## src/design/flash_fe_cfg.svh

```systemverilog
`ifndef FLASH_FE_CFG_SVH
`define FLASH_FE_CFG_SVH
`define CLK_PERIOD_PS    5000
`define RESET_LOW_MIN_NS 1000
`define RESET_LOW_CYCLES ((`RESET_LOW_MIN_NS * 1000 + `CLK_PERIOD_PS - 1) / `CLK_PERIOD_PS)
`define RST_CNT_W        12
`define BYTE_BITS        6'd8
`define ADDR3_BITS       6'd24
`define ADDR4_BITS       6'd32
`define ADDR_W           25
`define ADDR_MSB         24
`define PAGE_LSB         8
`define SECTOR_LSB       12
`define BLOCK_LSB        16
`define LANES_1          3'd1
`define LANES_2          3'd2
`define LANES_4          3'd4
`define OE_1             4'h2
`define OE_2             4'h3
`define OE_4             4'hf
`define DUMMY_NONE       4'd0
`define DUMMY_FAST       4'd8
`define DUMMY_DUAL_IO    4'd4
`define DUMMY_QUAD_IO    4'd6
`define OP_READ          8'h03
`define OP_READ4         8'h13
`define OP_FAST          8'h0b
`define OP_FAST4         8'h0c
`define OP_DUAL_OUT      8'h3b
`define OP_DUAL_OUT4     8'h3c
`define OP_DUAL_IO       8'hbb
`define OP_DUAL_IO4      8'hbc
`define OP_QUAD_OUT      8'h6b
`define OP_QUAD_OUT4     8'h6c
`define OP_QUAD_IO       8'heb
`define OP_QUAD_IO4      8'hec
`endif

```

## src/design/flash_fe_pkg.sv

```systemverilog
`include "flash_fe_cfg.svh"
package flash_fe_pkg;
   typedef enum logic [6:0] {
      ST_IDLE     = 7'h01,
      ST_OPCODE   = 7'h02,
      ST_ADDR     = 7'h04,
      ST_DUMMY    = 7'h08,
      ST_DATA_OUT = 7'h10,
      ST_DATA_IN  = 7'h20,
      ST_IGNORE   = 7'h40
   } phase_t;
   typedef struct packed {
      logic       is_read;
      logic       quad;
      logic [2:0] addr_lanes;
      logic [2:0] data_lanes;
      logic [5:0] addr_bits;
      logic [3:0] dummy;
   } cmd_t;
   typedef struct packed {
      logic [`ADDR_MSB:0]             addr;
      logic [`ADDR_MSB-`PAGE_LSB:0]   page;
      logic [`ADDR_MSB-`SECTOR_LSB:0] sector;
      logic [`ADDR_MSB-`BLOCK_LSB:0]  block;
      logic                           beyond;
   } flash_addr_t;
   typedef struct packed {
      logic [3:0] o;
      logic [3:0] oe;
   } lines_t;
   typedef struct packed {
      logic                 sclk_m, sclk_s, sclk_q;
      logic                 cs_m, cs_s;
      logic                 dres_m, dres_s;
      logic [3:0]           din_m, din_s;
      phase_t               phase;
      cmd_t                 cmd;
      logic [5:0]           bitcnt;
      logic [31:0]          sh;
      logic [7:0]           tsh;
      logic [`RST_CNT_W-1:0] rcnt;
      logic                 paused;
      logic                 hw_reset;
      lines_t               lines;
      logic                 cmd_valid;
      logic [7:0]           opcode;
      logic                 addr_valid;
      flash_addr_t          addr;
      logic                 rx_valid;
      logic [7:0]           rx_byte;
      logic                 tx_req;
      logic                 frame_active;
   } fe_state_t;
endpackage : flash_fe_pkg

```

## src/design/serial_flash_front_end.sv

```systemverilog
`timescale 1ns/1ps
`include "flash_fe_cfg.svh"
// Contract
// - Accept SPI mode 0 and mode 3
// - Sample on rising, drive on falling edge
// - Dual reads use lines zero and one
// - Quad reads use all four data lines
// - Quad commands need quad enable set
// - Line three pauses only without quad enable
// - Line three resets when selected, no quad
// - Dedicated reset pin ignores quad enable
// - Pause stops only the serial link
// - Pause starts with clock low
// - Pause ends with clock low
// - Paused: outputs off, inputs ignored
// - Deselect during pause resets interface
// - Held reset low triggers reset cycle
// - Reset restores volatile bits to defaults
// - Decode pages, sectors, blocks up to top
module serial_flash_front_end (
   input  wire logic                      clk,
   input  wire logic                      rst,
   input  wire logic                      sclk,
   input  wire logic                      cs_n,
   input  wire logic                      dedicated_reset_n,
   input  wire logic                      data_line_zero_in,
   output logic                           data_line_zero_out,
   output logic                           data_line_zero_oe,
   input  wire logic                      data_line_one_in,
   output logic                           data_line_one_out,
   output logic                           data_line_one_oe,
   input  wire logic                      data_line_two_in,
   output logic                           data_line_two_out,
   output logic                           data_line_two_oe,
   input  wire logic                      data_line_three_in,
   output logic                           data_line_three_out,
   output logic                           data_line_three_oe,
   input  wire logic                      quad_enable_bit,
   input  wire logic                      pin_function_select,
   input  wire logic [7:0]                tx_byte,
   output logic                           tx_req,
   output logic                           cmd_valid,
   output logic [7:0]                     cmd_opcode,
   output logic                           addr_valid,
   output flash_fe_pkg::flash_addr_t      addr,
   output logic                           rx_valid,
   output logic [7:0]                     rx_byte,
   output logic                           paused,
   output logic                           hw_reset,
   output logic                           frame_active
);
   import flash_fe_pkg::*;

   fe_state_t s;
   fe_state_t next_s;

   function automatic cmd_t decode(input logic [7:0] op);
      cmd_t c;
      c = '0;
      c.addr_lanes = `LANES_1;
      c.data_lanes = `LANES_1;
      c.addr_bits  = `ADDR3_BITS;
      c.dummy      = `DUMMY_NONE;
      unique case (op)
         `OP_READ, `OP_READ4: begin
            c.is_read = 1'b1;
         end
         `OP_FAST, `OP_FAST4: begin
            c.is_read = 1'b1;
            c.dummy   = `DUMMY_FAST;
         end
         `OP_DUAL_OUT, `OP_DUAL_OUT4: begin
            c.is_read    = 1'b1;
            c.data_lanes = `LANES_2;
            c.dummy      = `DUMMY_FAST;
         end
         `OP_DUAL_IO, `OP_DUAL_IO4: begin
            c.is_read    = 1'b1;
            c.addr_lanes = `LANES_2;
            c.data_lanes = `LANES_2;
            c.dummy      = `DUMMY_DUAL_IO;
         end
         `OP_QUAD_OUT, `OP_QUAD_OUT4: begin
            c.is_read    = 1'b1;
            c.quad       = 1'b1;
            c.data_lanes = `LANES_4;
            c.dummy      = `DUMMY_FAST;
         end
         `OP_QUAD_IO, `OP_QUAD_IO4: begin
            c.is_read    = 1'b1;
            c.quad       = 1'b1;
            c.addr_lanes = `LANES_4;
            c.data_lanes = `LANES_4;
            c.dummy      = `DUMMY_QUAD_IO;
         end
         default: begin
            c.is_read = 1'b0;
         end
      endcase
      // The 4-byte address variants take a 32-bit address
      if (op == `OP_READ4 || op == `OP_FAST4 || op == `OP_DUAL_OUT4 ||
          op == `OP_DUAL_IO4 || op == `OP_QUAD_OUT4 || op == `OP_QUAD_IO4) begin
         c.addr_bits = `ADDR4_BITS;
      end
      return c;
   endfunction : decode

   logic        rise;
   logic        fall;
   logic        hold_en;
   logic        reset_low;
   logic        rst_hit;
   logic [7:0]  b;
   cmd_t        c;

   always_comb begin
      next_s = s;
      rise      = 1'b0;
      fall      = 1'b0;
      hold_en   = 1'b0;
      reset_low = 1'b0;
      rst_hit   = 1'b0;
      b         = 8'h00;
      c         = '0;
      // Two-flop synchronisers; logic reads the second stage, and sclk_q adds a third sclk stage for edge detection
      next_s.sclk_m = sclk;
      next_s.sclk_s = s.sclk_m;
      next_s.sclk_q = s.sclk_s;
      next_s.cs_m   = cs_n;
      next_s.cs_s   = s.cs_m;
      next_s.dres_m = dedicated_reset_n;
      next_s.dres_s = s.dres_m;
      next_s.din_m  = {data_line_three_in, data_line_two_in, data_line_one_in, data_line_zero_in};
      next_s.din_s  = s.din_m;
      next_s.cmd_valid  = 1'b0;
      next_s.addr_valid = 1'b0;
      next_s.rx_valid   = 1'b0;
      next_s.tx_req     = 1'b0;

      hold_en   = ~quad_enable_bit & ~pin_function_select;
      reset_low = (~quad_enable_bit & pin_function_select & ~s.din_s[3])
                | ~s.dres_s;
      // Count how long the reset level has been held
      if (reset_low) begin
         if (s.rcnt != `RST_CNT_W'(`RESET_LOW_CYCLES)) begin
            next_s.rcnt = s.rcnt + `RST_CNT_W'(1);
         end
      end else begin
         next_s.rcnt = '0;
      end
      rst_hit = reset_low && (s.rcnt == `RST_CNT_W'(`RESET_LOW_CYCLES));
      next_s.hw_reset = rst_hit;

      // Pause tracking; only the serial link stops, core work carries on
      if (s.cs_s || !hold_en) begin
         next_s.paused = 1'b0;
      end else if (!s.paused && !s.din_s[3] && !s.sclk_s) begin
         next_s.paused = 1'b1;
      end else if (s.paused && s.din_s[3] && !s.sclk_s) begin
         next_s.paused = 1'b0;
      end

      // Edges are found on our clock; both idle levels work the same way
      rise = s.sclk_s & ~s.sclk_q & ~s.paused;
      fall = ~s.sclk_s & s.sclk_q & ~s.paused;

      if (s.cs_s) begin
         next_s.phase        = ST_IDLE;
         next_s.frame_active = 1'b0;
         next_s.lines.oe     = 4'h0;
      end else begin
         next_s.frame_active = 1'b1;
         unique case (s.phase)
            ST_IDLE: begin
               next_s.phase  = ST_OPCODE;
               next_s.bitcnt = '0;
               next_s.sh     = '0;
            end
            ST_OPCODE: begin
               if (rise) begin
                  next_s.sh     = {s.sh[30:0], s.din_s[0]};
                  next_s.bitcnt = s.bitcnt + 6'd1;
                  if (s.bitcnt + 6'd1 == `BYTE_BITS) begin
                     b                = {s.sh[6:0], s.din_s[0]};
                     c                = decode(b);
                     next_s.cmd       = c;
                     next_s.opcode    = b;
                     next_s.cmd_valid = 1'b1;
                     next_s.bitcnt    = '0;
                     next_s.sh        = '0;
                     if (c.quad && !quad_enable_bit) begin
                        next_s.phase = ST_IGNORE;
                     end else if (c.is_read) begin
                        next_s.phase = ST_ADDR;
                     end else begin
                        next_s.phase = ST_DATA_IN;
                     end
                  end
               end
            end
            ST_ADDR: begin
               if (rise) begin
                  unique case (s.cmd.addr_lanes)
                     `LANES_2: next_s.sh = {s.sh[29:0], s.din_s[1:0]};
                     `LANES_4: next_s.sh = {s.sh[27:0], s.din_s};
                     default:  next_s.sh = {s.sh[30:0], s.din_s[0]};
                  endcase
                  next_s.bitcnt = s.bitcnt + {3'd0, s.cmd.addr_lanes};
                  if (s.bitcnt + {3'd0, s.cmd.addr_lanes} == s.cmd.addr_bits) begin
                     next_s.bitcnt      = '0;
                     next_s.addr_valid  = 1'b1;
                     next_s.addr.addr   = next_s.sh[`ADDR_MSB:0];
                     next_s.addr.page   = next_s.sh[`ADDR_MSB:`PAGE_LSB];
                     next_s.addr.sector = next_s.sh[`ADDR_MSB:`SECTOR_LSB];
                     next_s.addr.block  = next_s.sh[`ADDR_MSB:`BLOCK_LSB];
                     next_s.addr.beyond = |next_s.sh[31:`ADDR_W];
                     if (s.cmd.dummy == `DUMMY_NONE) begin
                        next_s.phase = ST_DATA_OUT;
                     end else begin
                        next_s.phase = ST_DUMMY;
                     end
                  end
               end
            end
            ST_DUMMY: begin
               if (rise) begin
                  next_s.bitcnt = s.bitcnt + 6'd1;
                  if (s.bitcnt[3:0] + 4'd1 == s.cmd.dummy) begin
                     next_s.bitcnt = '0;
                     next_s.phase  = ST_DATA_OUT;
                  end
               end
            end
            ST_DATA_OUT: begin
               unique case (s.cmd.data_lanes)
                  `LANES_2: next_s.lines.oe = `OE_2;
                  `LANES_4: next_s.lines.oe = `OE_4;
                  default:  next_s.lines.oe = `OE_1;
               endcase
               if (fall) begin
                  b = s.tsh;
                  if (s.bitcnt == 6'd0) begin
                     b              = tx_byte;
                     next_s.tx_req  = 1'b1;
                     next_s.bitcnt  = `BYTE_BITS;
                  end
                  unique case (s.cmd.data_lanes)
                     `LANES_2: begin
                        next_s.lines.o[1:0] = b[7:6];
                        next_s.tsh          = {b[5:0], 2'b00};
                     end
                     `LANES_4: begin
                        next_s.lines.o = b[7:4];
                        next_s.tsh     = {b[3:0], 4'h0};
                     end
                     default: begin
                        next_s.lines.o[1] = b[7];
                        next_s.tsh        = {b[6:0], 1'b0};
                     end
                  endcase
                  next_s.bitcnt = (s.bitcnt == 6'd0 ? `BYTE_BITS : s.bitcnt)
                                - {3'd0, s.cmd.data_lanes};
               end
            end
            ST_DATA_IN: begin
               if (rise) begin
                  next_s.sh     = {s.sh[30:0], s.din_s[0]};
                  next_s.bitcnt = s.bitcnt + 6'd1;
                  if (s.bitcnt + 6'd1 == `BYTE_BITS) begin
                     next_s.rx_byte  = {s.sh[6:0], s.din_s[0]};
                     next_s.rx_valid = 1'b1;
                     next_s.bitcnt   = '0;
                  end
               end
            end
            ST_IGNORE: begin
               // Rejected command: sit out the rest of the frame
               next_s.lines.oe = 4'h0;
            end
         endcase
      end

      if (s.paused) begin
         next_s.lines.oe = 4'h0;
      end
      // Deselect while paused drops the phase, bit count and both shift registers
      if (s.paused && s.cs_s) begin
         next_s.phase  = ST_IDLE;
         next_s.bitcnt = '0;
         next_s.sh     = '0;
         next_s.tsh    = '0;
      end
      if (rst_hit) begin
         // Volatile interface state is cleared and the phase is parked in ST_IGNORE, not its power-on ST_IDLE
         next_s.phase    = ST_IGNORE;
         next_s.paused   = 1'b0;
         next_s.lines    = '0;
         next_s.bitcnt   = '0;
         next_s.sh       = '0;
         next_s.tsh      = '0;
         next_s.cmd      = '0;
         next_s.opcode   = '0;
         next_s.addr     = '0;
         next_s.rx_byte  = '0;
         next_s.cmd_valid  = 1'b0;
         next_s.addr_valid = 1'b0;
         next_s.rx_valid   = 1'b0;
         next_s.tx_req     = 1'b0;
      end
      if (rst) begin
         next_s        = '0;
         next_s.phase  = ST_IDLE;
         next_s.sclk_m = 1'b0;
         next_s.cs_m   = 1'b1;
         next_s.cs_s   = 1'b1;
         next_s.dres_m = 1'b1;
         next_s.dres_s = 1'b1;
         next_s.din_m  = 4'hf;
         next_s.din_s  = 4'hf;
      end
   end

   always_ff @(posedge clk) begin
      s <= next_s;
   end

   assign data_line_zero_out  = s.lines.o[0];
   assign data_line_zero_oe   = s.lines.oe[0];
   assign data_line_one_out   = s.lines.o[1];
   assign data_line_one_oe    = s.lines.oe[1];
   assign data_line_two_out   = s.lines.o[2];
   assign data_line_two_oe    = s.lines.oe[2];
   assign data_line_three_out = s.lines.o[3];
   assign data_line_three_oe  = s.lines.oe[3];
   assign tx_req              = s.tx_req;
   assign cmd_valid           = s.cmd_valid;
   assign cmd_opcode          = s.opcode;
   assign addr_valid          = s.addr_valid;
   assign addr                = s.addr;
   assign rx_valid            = s.rx_valid;
   assign rx_byte             = s.rx_byte;
   assign paused              = s.paused;
   assign hw_reset            = s.hw_reset;
   assign frame_active        = s.frame_active;
endmodule : serial_flash_front_end

```

## config.mk

```make
export PLATFORM = sky130hd
export DESIGN_NAME = serial_flash_front_end
export DESIGN_NICKNAME = d
export VERILOG_FILES = /design/src/design/flash_fe_pkg.sv /design/src/design/serial_flash_front_end.sv
export VERILOG_INCLUDE_DIRS = /design/src /design/src/design
export SDC_FILE = /design/constraint.sdc
export NUM_CORES = 1
export LEC_CHECK = 0
export BUFFER_PORTS_ARGS = -buffer_cell sky130_fd_sc_hd__buf_2
export CAP_MARGIN = 15
export CORE_MARGIN = 2
export CORE_UTILIZATION = 45
export CTS_CLUSTER_DIAMETER = 30
export DETAILED_ROUTE_END_ITERATION = 8
export HOLD_SLACK_MARGIN = 0.08
export PLACE_DENSITY = 0.67
export SLEW_MARGIN = 20
export SYNTH_ARGS = -nofsm -noshare
export SYNTH_HDL_FRONTEND = slang
export SYNTH_SLANG_ARGS = --single-unit
```

## constraint.sdc

```tcl
create_clock -name clk -period 2.9 [get_ports clk]
set_input_delay 0.29 -clock clk [delete_from_list [all_inputs] [get_ports clk]]
set_output_delay 0.29 -clock clk [all_outputs]
set_load 0.01 [all_outputs]
```

## After elaboration in Yosys (flattened, before gate mapping)

Cells that the tools add are included.

- Reduce and logical (&&, ||, !) cells: 54
- Equal/unequal tests: 42
- Mux-type cells: 59
- Bitwise operators: 23
- $add $sub $neg: 5

Operators by type and width:

| kind | number |
|---|---|
| case mux 32 bit (4 select lines) | 1 |
| 2-to-1 mux 63 bit | 2 |
| 2-to-1 mux 32 bit | 3 |
| 2-to-1 mux 38 bit | 2 |
| 2-to-1 mux 71 bit | 1 |
| 2-to-1 mux 66 bit | 1 |
| 2-to-1 mux 64 bit | 1 |
| case mux 32 bit (2 select lines) | 1 |
| 2-to-1 mux 7 bit | 7 |
| 2-to-1 mux 6 bit | 8 |
| 2-to-1 mux 46 bit | 1 |
| case mux 6 bit (6 select lines) | 1 |
| == test 8 bit (second input constant) | 4 |
| != test 5 bit (second input constant) | 6 |
| case mux 7 bit (4 select lines) | 1 |
| 2-to-1 mux 8 bit | 3 |
| AND reduction 7 bit | 3 |
| AND reduction 4 bit | 5 |
| OR reduction 5 bit | 4 |
| 2-to-1 mux 18 bit | 1 |
| 2-to-1 mux 9 bit | 2 |
| == test 8 x 4 -> 1 bit (second input constant) | 2 |
| == test 8 x 6 -> 1 bit (second input constant) | 2 |
| == test 8 x 7 -> 1 bit (second input constant) | 2 |
| other kinds (49) | 119 |

- Logic and storage cells: 222
- Register bits: 194
- Bits of input ports: 19
- Output and inout port bits: 96

## Logic depth before layout (Yosys ltp)

Gate-level depths: netlist of run 1.

- Word-level depth: 15
- Depth in mapped cells: 13
- Gate-level depth less buffers: 13

## Worst setup path before layout of run 1

OpenSTA, ideal clock, no wires.

- Kind: flip-flop to flip-flop
- From: register s[148] (netlist bit)
- To: register s, in the netlist addr[56]
- Setup time: 0.128 ns
- Setup slack: 0.128 ns
- Clock period less this slack: 2.772 ns
- Cell stages (with the launch flop): 11
- Arrival: 2.644 ns
- Data required time: 2.772 ns
- Path buffers: 2
- Cell sequence: dfxtp_1 > ha_1 > fa_1 > a21oi_1 > o2bb2ai_1 > or4_4 > a2111oi_1 > buf_4 > buf_12 > mux2i_1 > nor2_1

- Cells in the longest elaborated chain, start to end: 3

Ends and longest elaborated chain:

| item | RTL line | text |
|---|---|---|
| start, declared | serial_flash_front_end.sv:54 | `fe_state_t s;` |
| start signal, assigned | serial_flash_front_end.sv:324 | `s <= next_s;` |
| adder 6 x 3 -> 6 bit | serial_flash_front_end.sv:209 | `if (s.bitcnt + {3'd0, s.cmd.addr_lanes} == s.cmd.addr_bits) begin` |
| == test 6 bit | serial_flash_front_end.sv:209 |  |
| AND reduction 4 bit (no source line) | n/a |  |

No other way between the ends.
A chain may end at the register's enable or synchronous reset.

## Worst setup path in the final report of run 1

- From: register s[148] (netlist bit)
- To: register s, in the netlist addr[49]

Same word-level chain as after synthesis.

==> qor.txt, run 1 <==
Outcome: completed
RSZ-0062 raised after global routing: false
Worst Path Max Fanout: 14
EDFF count, synth: 0
Largest net degree at the start of global routing: 78
Via count: 7,870
Antenna cells: 0
Period utilization: 95.5%
Final antenna-violating net count: 0
Clock root cell: clkbuf_16
Worst skew pair latency: 0.43 ns
Crit path from: s[148]
HP Start: pin_function_select
R2R cell count: 10
Setup Crit Path Kind: flip-flop to flip-flop
Worst Path Arrival: 3.08 ns
Crit path buf inv count: 2
Initial DRT Pass Iterations: 5
Die X: 142 µm
CP peak stage delay: 0.45 ns
Ports: 115
Leak pwr: 0.00355 µW
Hold Crit Class: input port to flip-flop
Vias in the first global route: 7,031
Max-cap violations: 0
Crit path required time: 3.21 ns
Die Ht: 142 µm
DR DRC count: 0
First-pass GRT wire length: 36,200 µm
P per Cell Area: 446 nW/µm²
Post-synthesis cell type count: 70
CP Launch Type: flip-flop
Clk sinks: 145
Overflow after GRT: 0
Die ar.: 20,300 µm²
F_max: 361 MHz
1st-iter DRT viols: 756
Min cycle time layout: 2.77 ns
Gr usage total: 22.0%
Area delta synth->final: 10.4%
Crit path cell chain: ha_1 > fa_2 > a21oi_1 > o2bb2ai_1 > or4_4 > a2111oi_4 > buf_4 > buf_12 > mux2i_1 > nor2_1
Reg area: 2900 µm²
Tot Pwr: 4250 µW
Initial antenna violation count: 0
Count of final hold-check violations: 0
Crit path max-delay family: compound AO/OA/AOI/OAI gates
Hold Path Sink: paused
Worst R2R Setup Slack: 0.13 ns
Post-synthesis cell count: 1,092
YS warnings: 0
Routed Wire Length: 22,900 µm
R2R Path End: addr[49]
PortBufs: 114
Syn Area/Cell: 7.89 µm²
Via density: 5.83
Final setup fails: 0
Final max-slew violation count: 0
Slew @ Worst Pin: 0.759 ns
Gpl congestion: 0.945
Filler cells: 1,780
Net count, final: 1,135
Number of synthesized register bits: 145
Final worst slack: 0.131 ns
# rows: 50
Hold path depth: 3
Netlist Area Pre-Place: 8620 µm²
Skew final: 0.0104 ns
Starting Density: 45.9%
Cts bufs inserted: 17
Post-synthesis sequential area ratio: 33.7%
Commonest non-fill, non-tap cell in the layout: dfxtp_1
Dpl hpwl: 14,800 µm
Most frequent cells in the layout: 144 x dfxtp_1, 114 x nand2_1, 114 x buf_2
Core area: 18,800 µm²
H-tree depth: 4
Net count after synthesis: 1,123
Share of flip-flops with an asynchronous set or reset: 0%
DR WL/cell: 16.9 µm
Worst flop-to-flop path startpoint: s[148]
Max_slew headroom: 49.4%
Reg clk slew, reported paths: 0.06 ns
Slowest cell on crit path: or4_4
Critical Path Sink Type: flip-flop
Area occupied by multi-input gates: 4690 µm²
Clock tree buffer depth: 2
CTS tree: done
Max VDD drop: 429 µV
Top FF cell, synth: dfxtp_1
Share of layout cells above drive strength 1: 19.8%
Final setup TNS: 0 ns
Pre-CTS setup slack: 0.0605 ns
-- sequential cells by signal (all words and copies together), names as in the netlist --
name                 cells
data_line_one_oe         1
cmd_valid                1
data_line_zero_out       1
paused                   1
addr                    26
rx_valid                 1
data_line_zero_oe        1
hw_reset                 1
tx_req                   1
data_line_two_out        1
data_line_two_oe         1
data_line_three_out      1
data_line_one_out        1
addr_valid               1
rx_byte                  8
s                       89
frame_active             1
cmd_opcode               8
-- cells by family after synthesis --
kind of cell             count (synthesis)  synth area share, %
AO/OA/AOI/OAI                          351                 26.3
XOR/XNOR                                24                 2.60
adder cells (fa/ha/maj)                 12                 1.92
buffers and inverters                  187                 12.2
flip-flops                             145                 33.7
multiplexers                            35                 4.06
AND/OR/NAND/NOR                        338                 19.2
-- metrics by stage --
step           cell area, µm²  utilization (%)  cells  hold slack, ns
5_1_grt                  9520             50.7   1350           0.215
4_1_cts                  9460             50.4   1347           0.198
6_report                 9520             50.7   1350           0.212
3_5_place_dp             8820             47.0   1309           0.398
3_3_place_gp             8820             47.0   1309           0.397
2_1_floorplan            8620                -   1092           0.389
-- Yosys cell counts, types with 7 or more instances --
| master | instances | area, µm² |
|---|---|---|
| o221ai_1 | 16 | 140 |
| nand4_1 | 7 | 43.8 |
| o22a_1 | 18 | 158 |
| nand3_1 | 27 | 135 |
| o21a_1 | 21 | 158 |
| xor2_1 | 13 | 114 |
| mux2i_1 | 35 | 350 |
| and3_1 | 8 | 50.1 |
| o211ai_1 | 8 | 60.1 |
| a211oi_1 | 25 | 188 |
| buf_1 | 10 | 37.5 |
| nand2b_1 | 14 | 87.6 |
| a21o_1 | 11 | 82.6 |
| o2bb2ai_1 | 7 | 61.3 |
| o22ai_1 | 50 | 313 |
| nand2_1 | 114 | 428 |
| or3_1 | 9 | 56.3 |
| nor3_1 | 22 | 110 |
| nor2_1 | 75 | 282 |
| dfxtp_1 | 145 | 2900 |
| xnor2_1 | 10 | 87.6 |
| a21oi_1 | 111 | 556 |
| clkbuf_1 | 71 | 267 |
| o21ai_0 | 48 | 240 |
| inv_1 | 17 | 63.8 |
| buf_4 | 83 | 623 |
| or2_2 | 18 | 113 |
| ha_1 | 10 | 125 |
-- worst reg2reg max path, cell delays in order, from the launching register on --
cell	delay, ns
dfxtp_1	0.31
ha_1	0.23
fa_2	0.37
a21oi_1	0.14
o2bb2ai_1	0.10
or4_4	0.45
a2111oi_4	0.39
buf_4	0.22
buf_12	0.18
mux2i_1	0.20
nor2_1	0.05
-- metal layers --
metal | vias up | wire length (µm) | global-route usage (%) | part of all wire (%)
li1 | 3886 | - | - | -
met3 | 26 | 1180 | 3.67 | 5.2
met4 | 0 | 350 | 7.09 | 1.5
met1 | 3700 | 10400 | 29.2 | 45
met5 | - | 0 | 0 | 0
met2 | 258 | 10900 | 36.4 | 48
-- cell type report --
type	instances	area share (%)
clock buffer	23	5.13
timing repair buffer	162	10.5
tap	234	3.08
clock inverter	8	0.815
multi-input combinational	760	49.3
inverter	18	0.710
sequential	145	30.5
-- what timing repair did --
action,in CTS,in global routing
endpoints found under the setup margin,0,24
hold endpoints to repair,7,0
setup buffers,0,1
hold buffers,7,0
resized for setup,0,5
-- where the power goes --
group | total, µW | leakage [µW] | internal, µW | switching [µW]
combinational | 112 | 0.00210 | 42.5 | 69.2
clock | 2120 | 0.000276 | 1270 | 852
sequential | 2010 | 0.00117 | 2000 | 10.9
total | 4250 | 0.00355 | 3310 | 932
-- how the worst max path moves through the flow --
stage,to,slack [ns],cells after the start
6_report,addr[49],0.13,10
5_1_grt,addr[57],0.02,10
3_3_place_gp,addr[59],0.13,9
2_1_floorplan,addr[56],0.13,10
3_5_place_dp,addr[40],0.06,9
4_1_cts,addr[40],0.04,9
Power figures use the tool's default switching activity.
==> run 2, diff against run 1 <==
- CTS_BUF_LIST: not set -> sky130_fd_sc_hd__clkbuf_4
==> qor.txt, run 2 (synthesis results as in run 1) <==
Outcome: completed
CP Launch Type: flip-flop
Worst Path Max Fanout: 28 (+14)
DR DRC count: 0 (unchanged)
Share of layout cells above drive strength 1: 19.2% (-0.55 points)
Slew @ Worst Pin: 0.744 ns (-0.0152 ns)
Leak pwr: 0.00340 µW (-4.2%)
Clock tree buffer depth: 2 (unchanged)
Max_slew headroom: 50.4% (+1.0 points)
Worst skew pair latency: 0.58 ns (+0.15 ns)
Reg clk slew, reported paths: 0.13 ns (+0.07 ns)
Via count: 7,876 (+0.076%)
GR Layer Usage met1: 28.9% (-0.26 points)
Die ar.: 20,300 µm² (unchanged)
Clock root cell: clkbuf_4
Starting Density: 45.9% (unchanged)
Hold Path Sink: paused
Slowest cell on crit path: or4_4
# rows: 50 (unchanged)
First-pass GRT wire length: 35,900 µm (-0.76%)
Cts bufs inserted: 17 (unchanged)
Critical Path Sink Type: flip-flop
Min cycle time layout: 2.79 ns (+0.0169 ns)
Crit path max-delay family: compound AO/OA/AOI/OAI gates
Max VDD drop: 194 µV (-55%)
Dpl hpwl: 14,800 µm (unchanged)
Final setup fails: 0 (unchanged)
Count of final hold-check violations: 0 (unchanged)
Hold WS: 0.123 ns (-0.0897 ns)
Largest net degree at the start of global routing: 78 (unchanged)
Final Cell Area: 9180 µm² (-3.5%)
Crit path required time: 3.37 ns (+0.16 ns)
Area delta synth->final: 6.53%
Met3 Use GR: 3.57% (-0.10 points)
F_max: 359 MHz (-0.61%)
Initial DRT Pass Iterations: 5 (unchanged)
Setup repair bufs after CTS: 0 (unchanged)
Period utilization: 96.1% (+0.58 points)
Routed Wire Length: 22,200 µm (-2.8%)
Commonest non-fill, non-tap cell in the layout: dfxtp_1
Skew final: 0.0192 ns (+0.00874 ns)
Gr usage total: 21.8% (-0.12 points)
Max-cap violations: 0 (unchanged)
CTS tree: done
GR peak layer: met2
RSZ-0062 raised after global routing: true
DR WL/cell: 16.4 µm (-3.0%)
Filler cells: 1,825 (+2.5%)
R2R cell count: 9 (-1)
Worst Path Arrival: 3.26 ns (+0.18 ns)
Area occupied by multi-input gates: 4690 µm² (about the same)
Final max-slew violation count: 0 (unchanged)
Reg area: 2900 µm² (unchanged)
Crit path buf inv count: 1 (-1)
Via density: 5.83 (about the same)
Most flops, register: s
Most frequent cells in the layout: 144 x dfxtp_1, 114 x nand2_1, 114 x buf_2
Final worst slack: 0.114 ns (-0.0169 ns)
Vias in the first global route: 7,021 (-0.14%)
Crit path cell chain: ha_1 > fa_1 > a21oi_1 > o2bb2ai_1 > or4_4 > a2111oi_4 > buf_12 > mux2i_1 > nor2_1
P per Cell Area: 359 nW/µm² (-19%)
Initial antenna violation count: 1 (+1)
Final antenna-violating net count: 0 (unchanged)
Hold Crit Class: input port to flip-flop
Hold path depth: 3 (unchanged)
1st-iter DRT viols: 668 (-12%)
Overflow after GRT: 0 (unchanged)
Gpl congestion: 0.945 (unchanged)
Placed insts: 1,309 (unchanged)
R2R Path End: addr[40]
Pre-CTS setup slack: 0.0605 ns (unchanged)
Worst flop-to-flop path startpoint: s[148]
Die Ht: 142 µm (unchanged)
Die X: 142 µm (unchanged)
Setup Crit Path Kind: flip-flop to flip-flop
Final Non-Filler Cells: 1,352 (+0.15%)
Crit path from: s[148]
HP Start: quad_enable_bit
Net count, final: 1,136 (+0.088%)
Max reg flops: 89 (unchanged)
Worst R2R Setup Slack: 0.11 ns (-0.02 ns)
PortBufs: 114 (unchanged)
Core area: 18,800 µm² (unchanged)
Ports: 115 (unchanged)
Clk sinks: 145 (unchanged)
H-tree depth: 4 (unchanged)
Placed instance area: 8820 µm² (unchanged)
CP peak stage delay: 0.45 ns (about the same)
GR Util met2: 35.9% (-0.53 points)
## run 2: cell types whose count changed in the layout (fill, tap and decap cells not counted), sizes merged
cell	delta
clkbuf	-5
diode	+1
dlygate4sd3	+4
clkinv	+4
buf	-2
## run 2: how the worst max path moves through the flow
stage | cells past startpoint | end | slack (ns)
5_1_grt | 9 | addr[62] | -0.05
4_1_cts | 9 | addr[40] | 0.04
3_5_place_dp | 9 | addr[40] | 0.06
3_3_place_gp | 9 | addr[59] | 0.13
2_1_floorplan | 10 | addr[56] | 0.13
6_report | 9 | addr[40] | 0.11
## run 2: cell type report
cell class                 instances  share of cell area (%)
antenna                            1                  0.0273
tap                              234                    3.19
clock inverter                    12                    1.01
sequential                       145                    31.6
timing repair buffer             163                    10.8
inverter                          18                   0.736
multi-input combinational        760                    51.1
clock buffer                      19                    1.55
## run 2: per-layer routing
metal | vias to the layer above | wire [µm] | share of wire, %
li1 | 3881 | - | -
met1 | 3678 | 10100 | 45
met2 | 280 | 10500 | 47
met3 | 37 | 1180 | 5.3
met4 | 0 | 457 | 2.1
met5 | - | 0 | 0
## run 2: power by group
| part | switching [µW] | leakage, µW | internal [µW] |
|---|---|---|---|
| sequential | 11.0 | 0.00117 | 2000 |
| combinational | 69.9 | 0.00210 | 46.0 |
| clock | 744 | 0.000129 | 427 |
## run 2: worst min-delay path, cell delays in order
cell    delay, ns
buf_2        0.13
nor3_1       0.06
and3_1       0.16
## run 2: what timing repair did
| item | in CTS | in global routing |
|---|---|---|
| hold buffers | 11 | 0 |
| endpoints found under the hold margin | 11 | 0 |
| resized for setup | 0 | 1 |
| endpoints found under the setup margin | 0 | 25 |
## run 2: stage by stage
step,TNS (ns),utilization (%),total power [µW]
2_1_floorplan,0,-,2120
3_3_place_gp,0,47.0,2160
3_5_place_dp,0,47.0,2160
4_1_cts,0,48.8,3330
5_1_grt,-0.259,48.9,3440
6_report,0,48.9,3300
==> run 3, diff against run 2 <==
- CORE_ASPECT_RATIO: not set -> 1.75
- clock period: 2.9 -> 2.35 ns (I/O delays scaled with it)
==> qor.txt, run 3 (synthesis results as in run 1) <==
Clock root cell: clkbuf_4
Routed Wire Length: 24,300 µm (+9.5%)
Final Cell Area: 9910 µm² (+7.9%)
Ports: 115 (unchanged)
RSZ-0062 raised after global routing: true
Worst Path Max Fanout: 13 (-54%)
Clock power share: 38.4% (+2.9 points)
Sw frac: 25.9% (+0.94 points)
Initial DRT Pass Iterations: 5 (unchanged)
Max VDD drop: 322 µV (+66%)
Max-cap violations: 0 (unchanged)
Filler cells: 1,871 (+2.5%)
Via density: 5.80 (-0.50%)
Gate power share: 4.1% (+0.6 points)
PortBufs: 114 (unchanged)
CP peak stage delay: 0.44 ns (about the same)
CP Launch Type: flip-flop
Max_slew headroom: 51.9% (+1.5 points)
Final antenna-violating net count: 0 (unchanged)
H-tree depth: 4 (unchanged)
Hold Crit Class: input port to flip-flop
Final max-slew violation count: 0 (unchanged)
Max reg flops: 89 (unchanged)
Count of final hold-check violations: 0 (unchanged)
Net count, final: 1,199 (+5.5%)
Gr usage total: 24.4% (+2.6 points)
Area delta synth->final: 15.0%
F_max: 393 MHz (+9.4%)
Net Switching: 1120 µW (+35%)
Clk sinks: 145 (unchanged)
Commonest non-fill, non-tap cell in the layout: dfxtp_1
CTS tree: done
Clock tree buffer depth: 2 (unchanged)
Setup Crit Path Kind: flip-flop to flip-flop
Initial antenna violation count: 1 (unchanged)
Overflow after GRT: 0 (unchanged)
Failing checks: setup timing
Largest net degree at the start of global routing: 78 (unchanged)
Die ar.: 20,300 µm² (+0.21%)
Tot Pwr: 4310 µW (+31%)
Share of layout cells above drive strength 1: 25.3% (+6.1 points)
Min cycle time layout: 2.55 ns (-0.240 ns)
1st-iter DRT viols: 503 (-25%)
Outcome: finished with violations
Vias in the first global route: 7,842 (+12%)
Most flops, register: s
Worst skew pair latency: 0.59 ns (about the same)
Final worst slack: -0.196 ns (-0.310 ns)
Crit path required time: 2.83 ns (-0.54 ns)
Hold WS: 0.104 ns (-0.0190 ns)
Leak pwr: 0.00376 µW (+11%)
Reg area: 2910 µm² (+0.17%)
Pint: 3190 µW (+29%)
Pre-CTS setup slack: -0.254 ns (-0.315 ns)
Worst Path Arrival: 3.03 ns (-0.23 ns)
Final setup fails: 29 (+29)
First-pass GRT wire length: 39,400 µm (+9.7%)
Slew @ Worst Pin: 0.715 ns (-0.0282 ns)
Reg clk slew, reported paths: 0.13 ns (about the same)
Die X: 109 µm (-24%)
Core area: 18,900 µm² (+0.95%)
Critical Path Sink Type: flip-flop
Starting Density: 45.5% (-0.43 points)
DR DRC count: 0 (unchanged)
Crit path cell chain: ha_4 > fa_2 > a21oi_2 > o2bb2ai_2 > or4_4 > a2111oi_4 > buf_6 > mux2i_1 > nor2_1
P per Cell Area: 435 nW/µm² (+21%)
Reg power frac: 57.5% (-3.5 points)
# rows: 67 (+34%)
Period utilization: 108% (+12 points)
Via count: 8,248 (+4.7%)
Slowest cell on crit path: or4_4
Cts bufs inserted: 17 (unchanged)
Skew final: 0.0240 ns (+0.00483 ns)
Most frequent cells in the layout: 140 x dfxtp_1, 114 x buf_2, 112 x nand2_1
Placed instance area: 9270 µm² (+5.1%)
Area occupied by multi-input gates: 4810 µm² (+2.6%)
Worst R2R Setup Slack: -0.20 ns (-0.31 ns)
DR WL/cell: 17.1 µm (+4.1%)
Gpl congestion: 0.914 (-3.3%)
Dpl hpwl: 17,100 µm (+15%)
Die Ht: 187 µm (+31%)
## run 3: cell types whose count changed in the layout (fill, tap and decap cells not counted), moves of 3 or more
cell           previous run  this run
buf_4                    36        83
dlygate4sd3_1            11        20
buf_6                     0         5
dfxtp_1                 144       140
dfxtp_2                   1         5
clkinv_1                  4         1
clkinv_4                  0         3
ha_1                     10         7
inv_6                     2         5
## run 3: routing by layer
layer	part of all wire [%]	GRT usage (%)
met1	37	26.1
met2	54	43.9
met3	4.3	3.97
met4	5.3	14.2
met5	0	0
## run 3: timing repair
action,CTS,global route
endpoints found under the hold margin,19,0
resized for setup,10,17
hold buffers,20,0
buffers inserted,3,2
pin swaps,5,9
setup endpoints to repair,30,43
## run 3: power groups by stage
stage / clock [µW] / combinational (µW) / sequential [µW]
after floorplan: 0 / 83.0 / 2530
after global placement: 0 / 150 / 2530
after detailed placement: 0 / 150 / 2530
after CTS: 1700 / 176 / 2480
after global routing: 1800 / 193 / 2480
final: 1650 / 177 / 2480
## run 3: worst paths after layout
check | from | endpoint | cells after the start
min | tx_byte[0] | s[109] | 5
min reg2reg | s[186] | s[182] | 1
max reg2reg | s[148] | addr[52] | 9
max | s[148] | addr[52] | 9
## run 3: layout make-up
type	instances	area share (%)
well taps	241	3.04
repair buffers	226	15.4
clock buffers	17	1.29
multi-input cells	760	48.6
clock inverters	15	1.58
inverters	18	0.682
diodes	1	0.0253
flip-flops and latches	145	29.4
## run 3: metrics by stage
| step | utilization [%] | TNS [ns] | std cells |
|---|---|---|---|
| after floorplan | - | -3.63 | 1092 |
| after global placement | 48.9 | -5.43 | 1366 |
| after detailed placement | 48.9 | -5.89 | 1366 |
| after CTS | 51.9 | -4.52 | 1421 |
| after global routing | 52.3 | -7.55 | 1423 |
| final | 52.3 | -4.48 | 1423 |
## run 3: critical path, delay by kind of cell, from the launching register on
family | cells | cell delay, ns
AO/OA/AOI/OAI | 3 | 0.59
adder cells (fa/ha/maj) | 2 | 0.52
AND/OR/NAND/NOR | 2 | 0.50
flip-flops | 1 | 0.36
buffers and inverters | 1 | 0.25
multiplexers | 1 | 0.22
